===== config.mk =====
export PLATFORM = sky130hd
export DESIGN_NAME = lapc_axis
export DESIGN_NICKNAME = d
export VERILOG_FILES = /design/src/pkg/lapc_pkg.sv /design/src/core/lapc_axis.sv
export VERILOG_INCLUDE_DIRS = /design/src /design/src/pkg
export SDC_FILE = /design/constraint.sdc
export NUM_CORES = 1
export LEC_CHECK = 0
export BUFFER_PORTS_ARGS = -buffer_cell sky130_fd_sc_hd__buf_2
export CAP_MARGIN = 5
export CORE_MARGIN = 5
export CORE_UTILIZATION = 45
export DETAILED_ROUTE_END_ITERATION = 16
export HOLD_SLACK_MARGIN = 0.03
export PLACE_DENSITY = 0.66
export REMOVE_ABC_BUFFERS = 1
export SLEW_MARGIN = 20
export SYNTH_ARGS = -nofsm -noshare
export SYNTH_HDL_FRONTEND = slang
export SYNTH_SLANG_ARGS = --single-unit

===== constraint.sdc =====
create_clock -name mclk_in -period 5.55 [get_ports mclk_in]
set_input_delay 0.555 -clock mclk_in [delete_from_list [all_inputs] [get_ports mclk_in]]
set_output_delay 0.555 -clock mclk_in [all_outputs]
set_load 0.01 [all_outputs]

===== src/pkg/lapc_cfg.svh =====
// Constants for the axis position command block.
// Assumes inclusion by the core module only.
`ifndef LAPC_CFG_SVH
`define LAPC_CFG_SVH
`define LAPC_CMD_FRAME_ID   8'h20
`define LAPC_STAT_FRAME_ID  8'h21
`define LAPC_POS_MIN        16'hC000
`define LAPC_POS_MAX        16'h3FFF
`define LAPC_ADDR_CTRL      12'h000
`define LAPC_ADDR_HOME_TGT  12'h004
`define LAPC_ADDR_STALL_POS 12'h008
`define LAPC_ADDR_RATE_DIV  12'h00C
`define LAPC_ADDR_STATUS    12'h010
`define LAPC_ADDR_POSITION  12'h014
`define LAPC_ADDR_ERR_SET   12'h018
`define LAPC_ADDR_CMD       12'h01C
`define LAPC_RATE_DIV_RST   16'h0064
`define LAPC_INIT_CYCLES    4'h4
`define LAPC_FLD_RATE_LSB   16
`define LAPC_FLD_ERR_CLR    24
`define LAPC_FLD_INIT       25
`define LAPC_FLD_HOME       26
`define LAPC_FLD_LAMP       27
`endif


===== src/pkg/lapc_pkg.sv =====
// Types for the axis position command block.
// Assumes lapc_cfg.svh on the include path.
package lapc_pkg;
  typedef struct packed {
    logic [15:0] position;
    logic [7:0]  step_rate;
    logic        error_clear;
    logic        app_init;
    logic        homing;
    logic        lamp;
  } lapc_cmd_t;
  typedef enum logic [3:0] {
    ST_INIT = 4'b0001,
    ST_IDLE = 4'b0010,
    ST_MOVE = 4'b0100,
    ST_HOME = 4'b1000
  } lapc_state_t;
endpackage


===== src/core/lapc_axis.sv =====
// Axis command acceptor: decodes frames, runs position and homing control.
// Assumes frames arrive already checked, synchronous to mclk_in.
//
// The APB register port and the register addresses are this design's own decisions.
`timescale 1ns/1ns
`include "lapc_cfg.svh"
module lapc_axis #(
  parameter logic [7:0] CMD_ID  = `LAPC_CMD_FRAME_ID,
  parameter logic [7:0] STAT_ID = `LAPC_STAT_FRAME_ID
) (
  input  wire logic        mclk_in,
  input  wire logic        srst_in,
  input  wire logic        psel_in,
  input  wire logic        penable_in,
  input  wire logic        pwrite_in,
  input  wire logic [11:0] paddr_in,
  input  wire logic [31:0] pwdata_in,
  output logic      [31:0] prdata_out,
  output logic             pready_out,
  output logic             pslverr_out,
  input  wire logic        frame_valid_in,
  input  wire logic        frame_crc_ok_in,
  input  wire logic [7:0]  frame_id_in,
  input  wire logic [63:0] frame_data_in,
  input  wire logic        resp_req_in,
  input  wire logic [7:0]  resp_id_in,
  output logic             resp_valid_out,
  output logic      [15:0] actual_position_signal_out,
  output logic      [7:0]  actual_step_rate_out,
  output logic             step_out,
  output logic             dir_out,
  output logic             lamp_switch_out
);
  // ==========================================================
  // Helpers
  function automatic logic [15:0] clamp_pos(input logic [15:0] v);
    if ($signed(v) > $signed(`LAPC_POS_MAX)) clamp_pos = `LAPC_POS_MAX;
    else if ($signed(v) < $signed(`LAPC_POS_MIN)) clamp_pos = `LAPC_POS_MIN;
    else clamp_pos = v;
  endfunction

  // ==========================================================
  // Registers
  lapc_pkg::lapc_cmd_t  cmd_q;
  lapc_pkg::lapc_state_t state_q;
  logic        accept_en_q;
  logic [15:0] home_tgt_q;
  logic [15:0] stall_pos_q;
  logic [15:0] rate_div_q;
  logic [15:0] pos_q;
  logic [7:0]  rate_q;
  logic [15:0] tick_q;
  logic [3:0]  init_cnt_q;
  logic [7:0]  err_q;
  logic        cmd_pulse_q;
  logic        access;
  logic        wr;
  logic        accept;
  logic        tick;
  logic        mapped;
  logic [15:0] goal;

  assign access = psel_in && penable_in;
  assign wr     = access && pwrite_in && pready_out;
  assign accept = frame_valid_in && frame_crc_ok_in && accept_en_q
                  && (frame_id_in == CMD_ID);
  assign tick   = (tick_q == rate_div_q) && (rate_q != 8'h00);
  assign goal   = (state_q == lapc_pkg::ST_HOME) ? home_tgt_q
                                                : cmd_q.position;
  assign mapped = (paddr_in == `LAPC_ADDR_CTRL)
               || (paddr_in == `LAPC_ADDR_HOME_TGT)
               || (paddr_in == `LAPC_ADDR_STALL_POS)
               || (paddr_in == `LAPC_ADDR_RATE_DIV)
               || (paddr_in == `LAPC_ADDR_STATUS)
               || (paddr_in == `LAPC_ADDR_POSITION)
               || (paddr_in == `LAPC_ADDR_ERR_SET)
               || (paddr_in == `LAPC_ADDR_CMD);

  // ==========================================================
  // Configuration registers
  always_ff @(posedge mclk_in) begin
    if (srst_in) begin
      accept_en_q <= 1'b1;
      home_tgt_q  <= 16'h0000;
      stall_pos_q <= 16'h0000;
      rate_div_q  <= `LAPC_RATE_DIV_RST;
    end else if (wr) begin
      case (paddr_in)
        `LAPC_ADDR_CTRL:      accept_en_q <= pwdata_in[0];
        `LAPC_ADDR_HOME_TGT:  home_tgt_q  <= pwdata_in[15:0];
        `LAPC_ADDR_STALL_POS: stall_pos_q <= pwdata_in[15:0];
        `LAPC_ADDR_RATE_DIV:  rate_div_q  <= pwdata_in[15:0];
        default: ;
      endcase
    end
  end

  // ==========================================================
  // Command latch
  always_ff @(posedge mclk_in) begin
    if (srst_in) begin
      cmd_q       <= '0;
      cmd_pulse_q <= 1'b0;
    end else begin
      cmd_pulse_q <= accept;
      if (accept) begin
        cmd_q.position    <= clamp_pos(frame_data_in[15:0]);
        cmd_q.step_rate   <= frame_data_in[`LAPC_FLD_RATE_LSB +: 8];
        cmd_q.error_clear <= frame_data_in[`LAPC_FLD_ERR_CLR];
        cmd_q.app_init    <= frame_data_in[`LAPC_FLD_INIT];
        cmd_q.homing      <= frame_data_in[`LAPC_FLD_HOME];
        cmd_q.lamp        <= frame_data_in[`LAPC_FLD_LAMP];
      end
    end
  end

  // ==========================================================
  // Error flags, APB register set wins over frame clear
  always_ff @(posedge mclk_in) begin
    if (srst_in) begin
      err_q <= 8'h00;
    end else if (wr && paddr_in == `LAPC_ADDR_ERR_SET) begin
      err_q <= err_q | pwdata_in[7:0];
    end else if (cmd_pulse_q && cmd_q.error_clear) begin
      err_q <= 8'h00;
    end
  end

  // ==========================================================
  // Control state machine
  always_ff @(posedge mclk_in) begin
    if (srst_in) begin
      state_q    <= lapc_pkg::ST_INIT;
      init_cnt_q <= 4'h0;
    end else if (cmd_pulse_q && cmd_q.app_init) begin
      state_q    <= lapc_pkg::ST_INIT;
      init_cnt_q <= 4'h0;
    end else begin
      case (state_q)
        lapc_pkg::ST_INIT: begin
          init_cnt_q <= init_cnt_q + 4'h1;
          if (init_cnt_q == `LAPC_INIT_CYCLES) state_q <= lapc_pkg::ST_IDLE;
        end
        lapc_pkg::ST_IDLE, lapc_pkg::ST_MOVE: begin
          if (cmd_pulse_q && cmd_q.homing) state_q <= lapc_pkg::ST_HOME;
          else if (pos_q != cmd_q.position) state_q <= lapc_pkg::ST_MOVE;
          else state_q <= lapc_pkg::ST_IDLE;
        end
        lapc_pkg::ST_HOME: begin
          if (pos_q == home_tgt_q) state_q <= lapc_pkg::ST_IDLE;
        end
        default: state_q <= lapc_pkg::ST_INIT;
      endcase
    end
  end

  // ==========================================================
  // Step rate ramp and step timer
  always_ff @(posedge mclk_in) begin
    if (srst_in || state_q == lapc_pkg::ST_INIT) begin
      rate_q <= 8'h00;
      tick_q <= 16'h0000;
    end else begin
      // The timer restarts at the divider so it never runs the long way round.
      tick_q <= (tick_q >= rate_div_q) ? 16'h0000 : tick_q + 16'h0001;
      if (tick_q == rate_div_q || rate_q == 8'h00) begin
        if (state_q == lapc_pkg::ST_IDLE) rate_q <= 8'h00;
        else if (rate_q < cmd_q.step_rate) rate_q <= rate_q + 8'h01;
        else if (rate_q > cmd_q.step_rate) rate_q <= rate_q - 8'h01;
      end
    end
  end

  // ==========================================================
  // Position counter
  always_ff @(posedge mclk_in) begin
    if (srst_in) begin
      pos_q    <= 16'h0000;
      step_out <= 1'b0;
      dir_out  <= 1'b0;
    end else begin
      step_out <= 1'b0;
      // Counter is held through initialisation.
      if (state_q == lapc_pkg::ST_HOME && pos_q == home_tgt_q) begin
        pos_q <= stall_pos_q;
      end else if (tick && pos_q != goal
                   && state_q != lapc_pkg::ST_INIT) begin
        step_out <= 1'b1;
        dir_out  <= $signed(goal) > $signed(pos_q);
        pos_q    <= ($signed(goal) > $signed(pos_q)) ?
                    pos_q + 16'h0001 : pos_q - 16'h0001;
      end
    end
  end

  // ==========================================================
  // Outputs and status frame
  always_ff @(posedge mclk_in) begin
    if (srst_in) begin
      lamp_switch_out            <= 1'b0;
      resp_valid_out             <= 1'b0;
      actual_position_signal_out <= 16'h0000;
      actual_step_rate_out       <= 8'h00;
    end else begin
      lamp_switch_out            <= cmd_q.lamp;
      resp_valid_out             <= resp_req_in
                                    && resp_id_in == STAT_ID;
      actual_position_signal_out <= pos_q;
      actual_step_rate_out       <= rate_q;
    end
  end

  // ==========================================================
  // APB slave, one wait state
  always_ff @(posedge mclk_in) begin
    if (srst_in) begin
      pready_out  <= 1'b0;
      pslverr_out <= 1'b0;
      prdata_out  <= 32'h0000_0000;
    end else begin
      pready_out  <= access && !pready_out;
      pslverr_out <= access && !pready_out && !mapped;
      prdata_out  <= 32'h0000_0000;
      if (access && !pready_out && !pwrite_in) begin
        case (paddr_in)
          `LAPC_ADDR_CTRL:      prdata_out <= {31'h0, accept_en_q};
          `LAPC_ADDR_HOME_TGT:  prdata_out <= {16'h0, home_tgt_q};
          `LAPC_ADDR_STALL_POS: prdata_out <= {16'h0, stall_pos_q};
          `LAPC_ADDR_RATE_DIV:  prdata_out <= {16'h0, rate_div_q};
          `LAPC_ADDR_STATUS:    prdata_out <= {16'h0, err_q, rate_q};
          `LAPC_ADDR_POSITION:  prdata_out <= {16'h0, pos_q};
          `LAPC_ADDR_ERR_SET:   prdata_out <= {24'h0, err_q};
          `LAPC_ADDR_CMD:       prdata_out <= {cmd_q, 4'h0};
          default:              prdata_out <= 32'h0000_0000;
        endcase
      end
    end
  end
endmodule


**Word level (Yosys, flattened, before mapping)**

Index checks and enable logic that the tools add are counted.

- Register bits: 196
- Bits of input ports: 132
- Logic and storage cells: 128

- Add/subtract/negate cells: 6
- $lt $le $gt $ge: 6
- Equality and inequality tests: 21
- Muxes and demuxes: 18
- Bitwise gates (word level): 3
- Reduce and logical (&&, ||, !) cells: 48

Operators by type and width:

| operator | number |
|---|---|
| case mux 32 bit (8 select lines) | 1 |
| 2-to-1 mux 16 bit | 6 |
| equality test 12 x 5 -> 1 bit, second input constant | 4 |
| 2-to-1 mux 8 bit | 5 |
| adder 16 x 1 -> 16 bit, second input constant | 2 |
| equality test 16 bit | 2 |
| inequality test 16 bit | 2 |
| equality test 12 x 4 -> 1 bit, second input constant | 2 |
| logical AND 1 bit | 18 |
| equality test 8 x 6 -> 1 bit, second input constant | 2 |
| greater-or-equal comparator 16 bit | 1 |
| greater-than comparator 16 x 15 -> 1 bit, second input constant | 1 |
| greater-than comparator 16 bit | 1 |
| < comparator 16 x 15 -> 1 bit, second input constant | 1 |
| subtractor 16 x 1 -> 16 bit, second input constant | 1 |
| AND reduction 2 bit | 7 |
| equality test 12 x 3 -> 1 bit, second input constant | 1 |
| logical NOT 12 bit | 1 |
| 2-to-1 mux 4 bit | 3 |
| case mux 4 bit (3 select lines) | 1 |
| OR reduction 2 bit | 5 |
| logical OR 1 bit | 9 |
| adder 8 x 1 -> 8 bit, second input constant | 1 |
| equality test 4 x 3 -> 1 bit, second input constant | 2 |
| 19 further kinds | 23 |

**Longest topological paths before layout**

- Depth in word-level cells: 10
- Depth in mapped cells: 19
- Gate-level depth less buffers: 18

**Worst setup path before layout**

Ideal clock, no wire load.

- Path type: register -> register
- Start point: register state_q[0]
- End point: register pos_q[14]
- Setup time: 0.091 ns
- Arrival: 4.900 ns
- Required time: 5.459 ns
- Path slack: 0.559 ns
- Cell stages (with the launch flop): 19
- Period minus slack after synthesis: 4.991 ns
- Cells stage by stage: dfxtp_1 > nor4b_1 > clkbuf_1 > mux2_2 > ha_1 > a21o_1 > a2111oi_0 > nor2b_1 > a41o_1 > inv_1 > fa_1 > nor2b_1 > o21ai_0 > a21oi_1 > o211ai_1 > o21ai_0 > o21ai_0 > or3_1 > a311oi_1

- Word-level cells in the longest chain between the ends: 6
- Elaborated cells on any way between the ends: 12
- Classes of those cells: 1 x order compare; 3 x eq/ne; 4 x mux; 4 x reduce/logical

Ends and longest elaborated chain:

| item | line | text |
|---|---|---|
| start: declaration | lapc_axis.sv:45 | `lapc_pkg::lapc_state_t state_q;` |
| start signal: assignment | lapc_axis.sv:133 | `state_q <= lapc_pkg::ST_INIT;` |
| start signal: assignment | lapc_axis.sv:136 | `state_q <= lapc_pkg::ST_INIT;` |
| start signal: assignment | lapc_axis.sv:142 | `` if (init_cnt_q == `LAPC_INIT_CYCLES) state_q <= lapc_pkg::ST_IDLE; `` |
| equality test 4 bit | lapc_axis.sv:68, lapc_axis.sv:184 |  |
| 2-to-1 mux 16 bit | lapc_axis.sv:68 | `assign goal = (state_q == lapc_pkg::ST_HOME) ? home_tgt_q` |
| greater-than comparator 16 bit or inequality test 16 bit (tied branches) | lapc_axis.sv:190, lapc_axis.sv:186 |  |
| 2-to-1 mux 16 bit or logical AND 1 bit (tied branches) | lapc_axis.sv:190, lapc_axis.sv:186 |  |
| 2-to-1 mux 16 bit or logical AND 1 bit (tied branches) | lapc_axis.sv:186, lapc_axis.sv:187 |  |
| 2-to-1 mux 16 bit or nonzero test 2 bit (tied branches) | - |  |
| end signal: assignment | lapc_axis.sv:185 | `pos_q <= stall_pos_q;` |
| end signal: assignment | lapc_axis.sv:190 | `pos_q <= ($signed(goal) > $signed(pos_q)) ?` |
| end: declaration | lapc_axis.sv:50 | `logic [15:0] pos_q;` |

Parallel ways exist; a longest one is shown, timed or not. The select of a mux whose other input is x is not followed.
A chain may end at the register's enable or synchronous reset.

**Worst setup path after layout**

- Start point: register state_q[3]
- End point: register pos_q[15]

The elaborated chain is that of the path after synthesis.

==> impl_metrics.env <==
export IMPL_outcome="complete, no violations"
export IMPL_root_buffer="clkbuf_16"
export IMPL_ys_types=64
export IMPL_netlist_instances=1175
export IMPL_postLayoutCoreUtil_pct=52.94
export IMPL_synth_edff_count=0
export IMPL_hold_start="frame_data_in[24]"
export IMPL_worstMarginPinSlew_ps=1123
export IMPL_reg2reg_depth=18
export IMPL_clk_latency_ps=440
export IMPL_drcViolationCount=0
export IMPL_period_share_pct=89.73
export IMPL_period_minus_slack_ps=4980
export IMPL_antenna_found_initial=1
export IMPL_seqCellArea_sq_um=3924
export IMPL_numCtsBuffers=17
export IMPL_grt_first_pass_wirelength_mm=46.60
export IMPL_grt_overflow_total=0
export IMPL_postPlaceCellArea_sq_um=10910
export IMPL_io_pins=194
export IMPL_drtIter0Drc=782
export IMPL_avgSynthCellArea_sq_um=8.498
export IMPL_regToRegSetupSlack_ps=570
export IMPL_hold_depth=3
export IMPL_clockBufferDepth=2
export IMPL_postCtsHoldBufs=0
export IMPL_synth_ff_type="dfxtp_1"
export IMPL_nNetsFinal=1484
export IMPL_place_congestion=0.9287
export IMPL_coreArea_sq_um=21820
export IMPL_vias=8889
export IMPL_ant_nets=0
export IMPL_hp_class="in2reg"
export IMPL_vdd_drop_max_mv=0.3790
export IMPL_path_clk_slew_ps=70
export IMPL_wl_per_cell_microns=18.56
export IMPL_vias_per_cell=5.630
export IMPL_hold_path_end="cmd_q[3]"
export IMPL_syn_area_sq_um=9985
export IMPL_p_leak_uw=0.004638
export IMPL_async_flop_share_pct=0
export IMPL_final_max_slew_viol_count=0
export IMPL_maxCapViolations=0
export IMPL_max_slew_margin_rel_pct=24.95
export IMPL_num_rows=54
export IMPL_die_x_microns=159.0
export IMPL_final_area_sq_um=11550
export IMPL_required_ps=5840
export IMPL_arrival_ps=5270
export IMPL_reg2reg_from="state_q[3]"
export IMPL_path_max_fanout=23
export IMPL_htreeDepth=4
export IMPL_cts_tree="built"
export IMPL_cp_end_kind="flip-flop"
export IMPL_p_per_area_nw_per_um2=354.3
export IMPL_port_buffers=141
export IMPL_die_area_sq_um=25270
export IMPL_ys_ff_latch=196
export IMPL_start_util_pct=45.75
export IMPL_rsz0062_at_grt="false"
export IMPL_fill_cells=2101
export IMPL_first_global_vias=8482
export IMPL_syn_to_final_growth_pct=15.70
export IMPL_yosysWarnings=0
export IMPL_die_y_microns=159.0
export IMPL_max_freq_mhz=200.8
export IMPL_grt_usage_pct=22.59
export IMPL_layout_drive_gt1_share_pct=17.03
export IMPL_hold_viol_final=0
export IMPL_path_class="reg2reg"
export IMPL_final_setup_skew_ps=8.726
export IMPL_r2r_end="pos_q[15]"
export IMPL_multiInputGateArea_sq_um=5639
export IMPL_place_hpwl_mm=21.77
export IMPL_cts_setup_buffers=0
export IMPL_totalWireLength_mm=29.31
export IMPL_grt_max_degree=74
export IMPL_cts_resized=0
export IMPL_finalPower_uw=4093
export IMPL_ys_seq_area_share_pct=39.30
export IMPL_final_common_cell="dfxtp_1"
export IMPL_cts_sinks=196
export IMPL_setup_viol=0
export IMPL_drtPass1Iterations=5
export IMPL_mostFrequentLayoutCells="dfxtp_1, nand2_1, buf_2"
export IMPL_holdWs_ps=351.4
export IMPL_critPathLaunchType="flip-flop"
-- registers in the layout (all words and copies together) (netlist names) --
name                        flops
cmd_pulse_q                     1
state_q                         4
lamp_switch_out                 1
init_cnt_q                      4
actual_step_rate_out            8
rate_div_q                     16
stall_pos_q                    16
resp_valid_out                  1
dir_out                         1
pos_q                          16
rate_q                          8
prdata_out                     32
pready_out                      1
actual_position_signal_out     16
cmd_q                          28
tick_q                         16
accept_en_q                     1
step_out                        1
err_q                           8
pslverr_out                     1
home_tgt_q                     16
-- cells in the mapped netlist, types with 9 or more instances --
library cell / number / share of area [%]
a211oi_1: 20 / 1.5
a21o_1: 10 / 0.75
a21oi_1: 94 / 4.7
a22o_1: 9 / 0.79
a22oi_1: 20 / 1.5
a311oi_1: 9 / 0.79
a31oi_1: 15 / 0.94
and2_1: 17 / 1.1
and3_1: 10 / 0.63
buf_2: 11 / 0.55
clkbuf_1: 43 / 1.6
dfxtp_1: 196 / 39
ha_1: 65 / 8.1
inv_1: 54 / 2.0
mux2_2: 15 / 1.7
mux2i_1: 21 / 2.1
nand2_1: 160 / 6.0
nand3_1: 19 / 0.95
nand4_1: 22 / 1.4
nor2_1: 115 / 4.3
nor2b_1: 20 / 1.3
nor3_1: 17 / 0.85
nor4_1: 24 / 1.5
o21a_1: 11 / 0.83
o21ai_0: 19 / 0.95
xnor2_1: 37 / 3.2
xor2_1: 29 / 2.5
-- metrics by stage --
| stage | TNS, ps | std cells | setup slack, ps |
|---|---|---|---|
| 2_1_floorplan | -9162 | 1115 | -927.6 |
| 3_3_place_gp | 0 | 1546 | 683.6 |
| 3_5_place_dp | 0 | 1546 | 681.0 |
| 4_1_cts | 0 | 1578 | 626.9 |
| 5_1_grt | 0 | 1579 | 56.82 |
| 6_report | 0 | 1579 | 570.0 |
-- worst max-delay path, stage by stage, from the launching register on --
cell       delay (ps)
dfxtp_1           410
nor4b_2           340
buf_12            230
mux2_2            350
ha_1              290
a21o_1            180
a2111oi_0         540
nor2b_1           200
a41o_1            340
buf_4             270
ha_1              230
nor3_1             70
o21ai_1           150
nand4_1           200
a31oi_1           300
a31oi_1           140
or3_1             340
nand4_1           100
o311ai_1          120
-- cell type report --
cell class,count,area share (%)
diodes,1,0.02166
clock buffers,19,3.834
clock inverters,13,1.657
inverters,55,1.787
multi-input cells,864,48.81
flip-flops and latches,196,33.97
well taps,280,3.033
repair buffers,151,6.888
-- worst max path at each step --
stage                    start         to  slack (ps)
floorplan           state_q[0]  pos_q[14]        -930
global placement    state_q[0]  pos_q[15]         680
detailed placement  state_q[3]  pos_q[15]         680
CTS                 state_q[3]  pos_q[14]         630
global route        state_q[3]  pos_q[14]          60
finish              state_q[3]  pos_q[15]         570
-- logic make-up after synthesis --
logic type	after synthesis	share of synthesized area (%)
AO/OA/AOI/OAI	247	16.49
buffers and inverters	115	4.611
adder cells (fa/ha/maj)	67	8.546
flip-flops	196	39.30
XOR/XNOR	66	5.789
multiplexers	36	3.797
AND/OR/NAND/NOR	448	21.47
-- where the power goes --
group          switching (uW)  internal [uW]
clock                     594            740
sequential               62.2           1450
combinational             697            553
-- metal layers --
layer	part of all wire [%]	wire [microns]	up-vias	GRT usage, %
met1	46	13390	4171	31.67
met2	45	13220	292	35.63
met3	6.3	1849	55	3.236
met4	2.9	856	0	7.988
met5	0	0	-	0
li1	-	-	4371	-
Power figures use the tool's default switching activity.
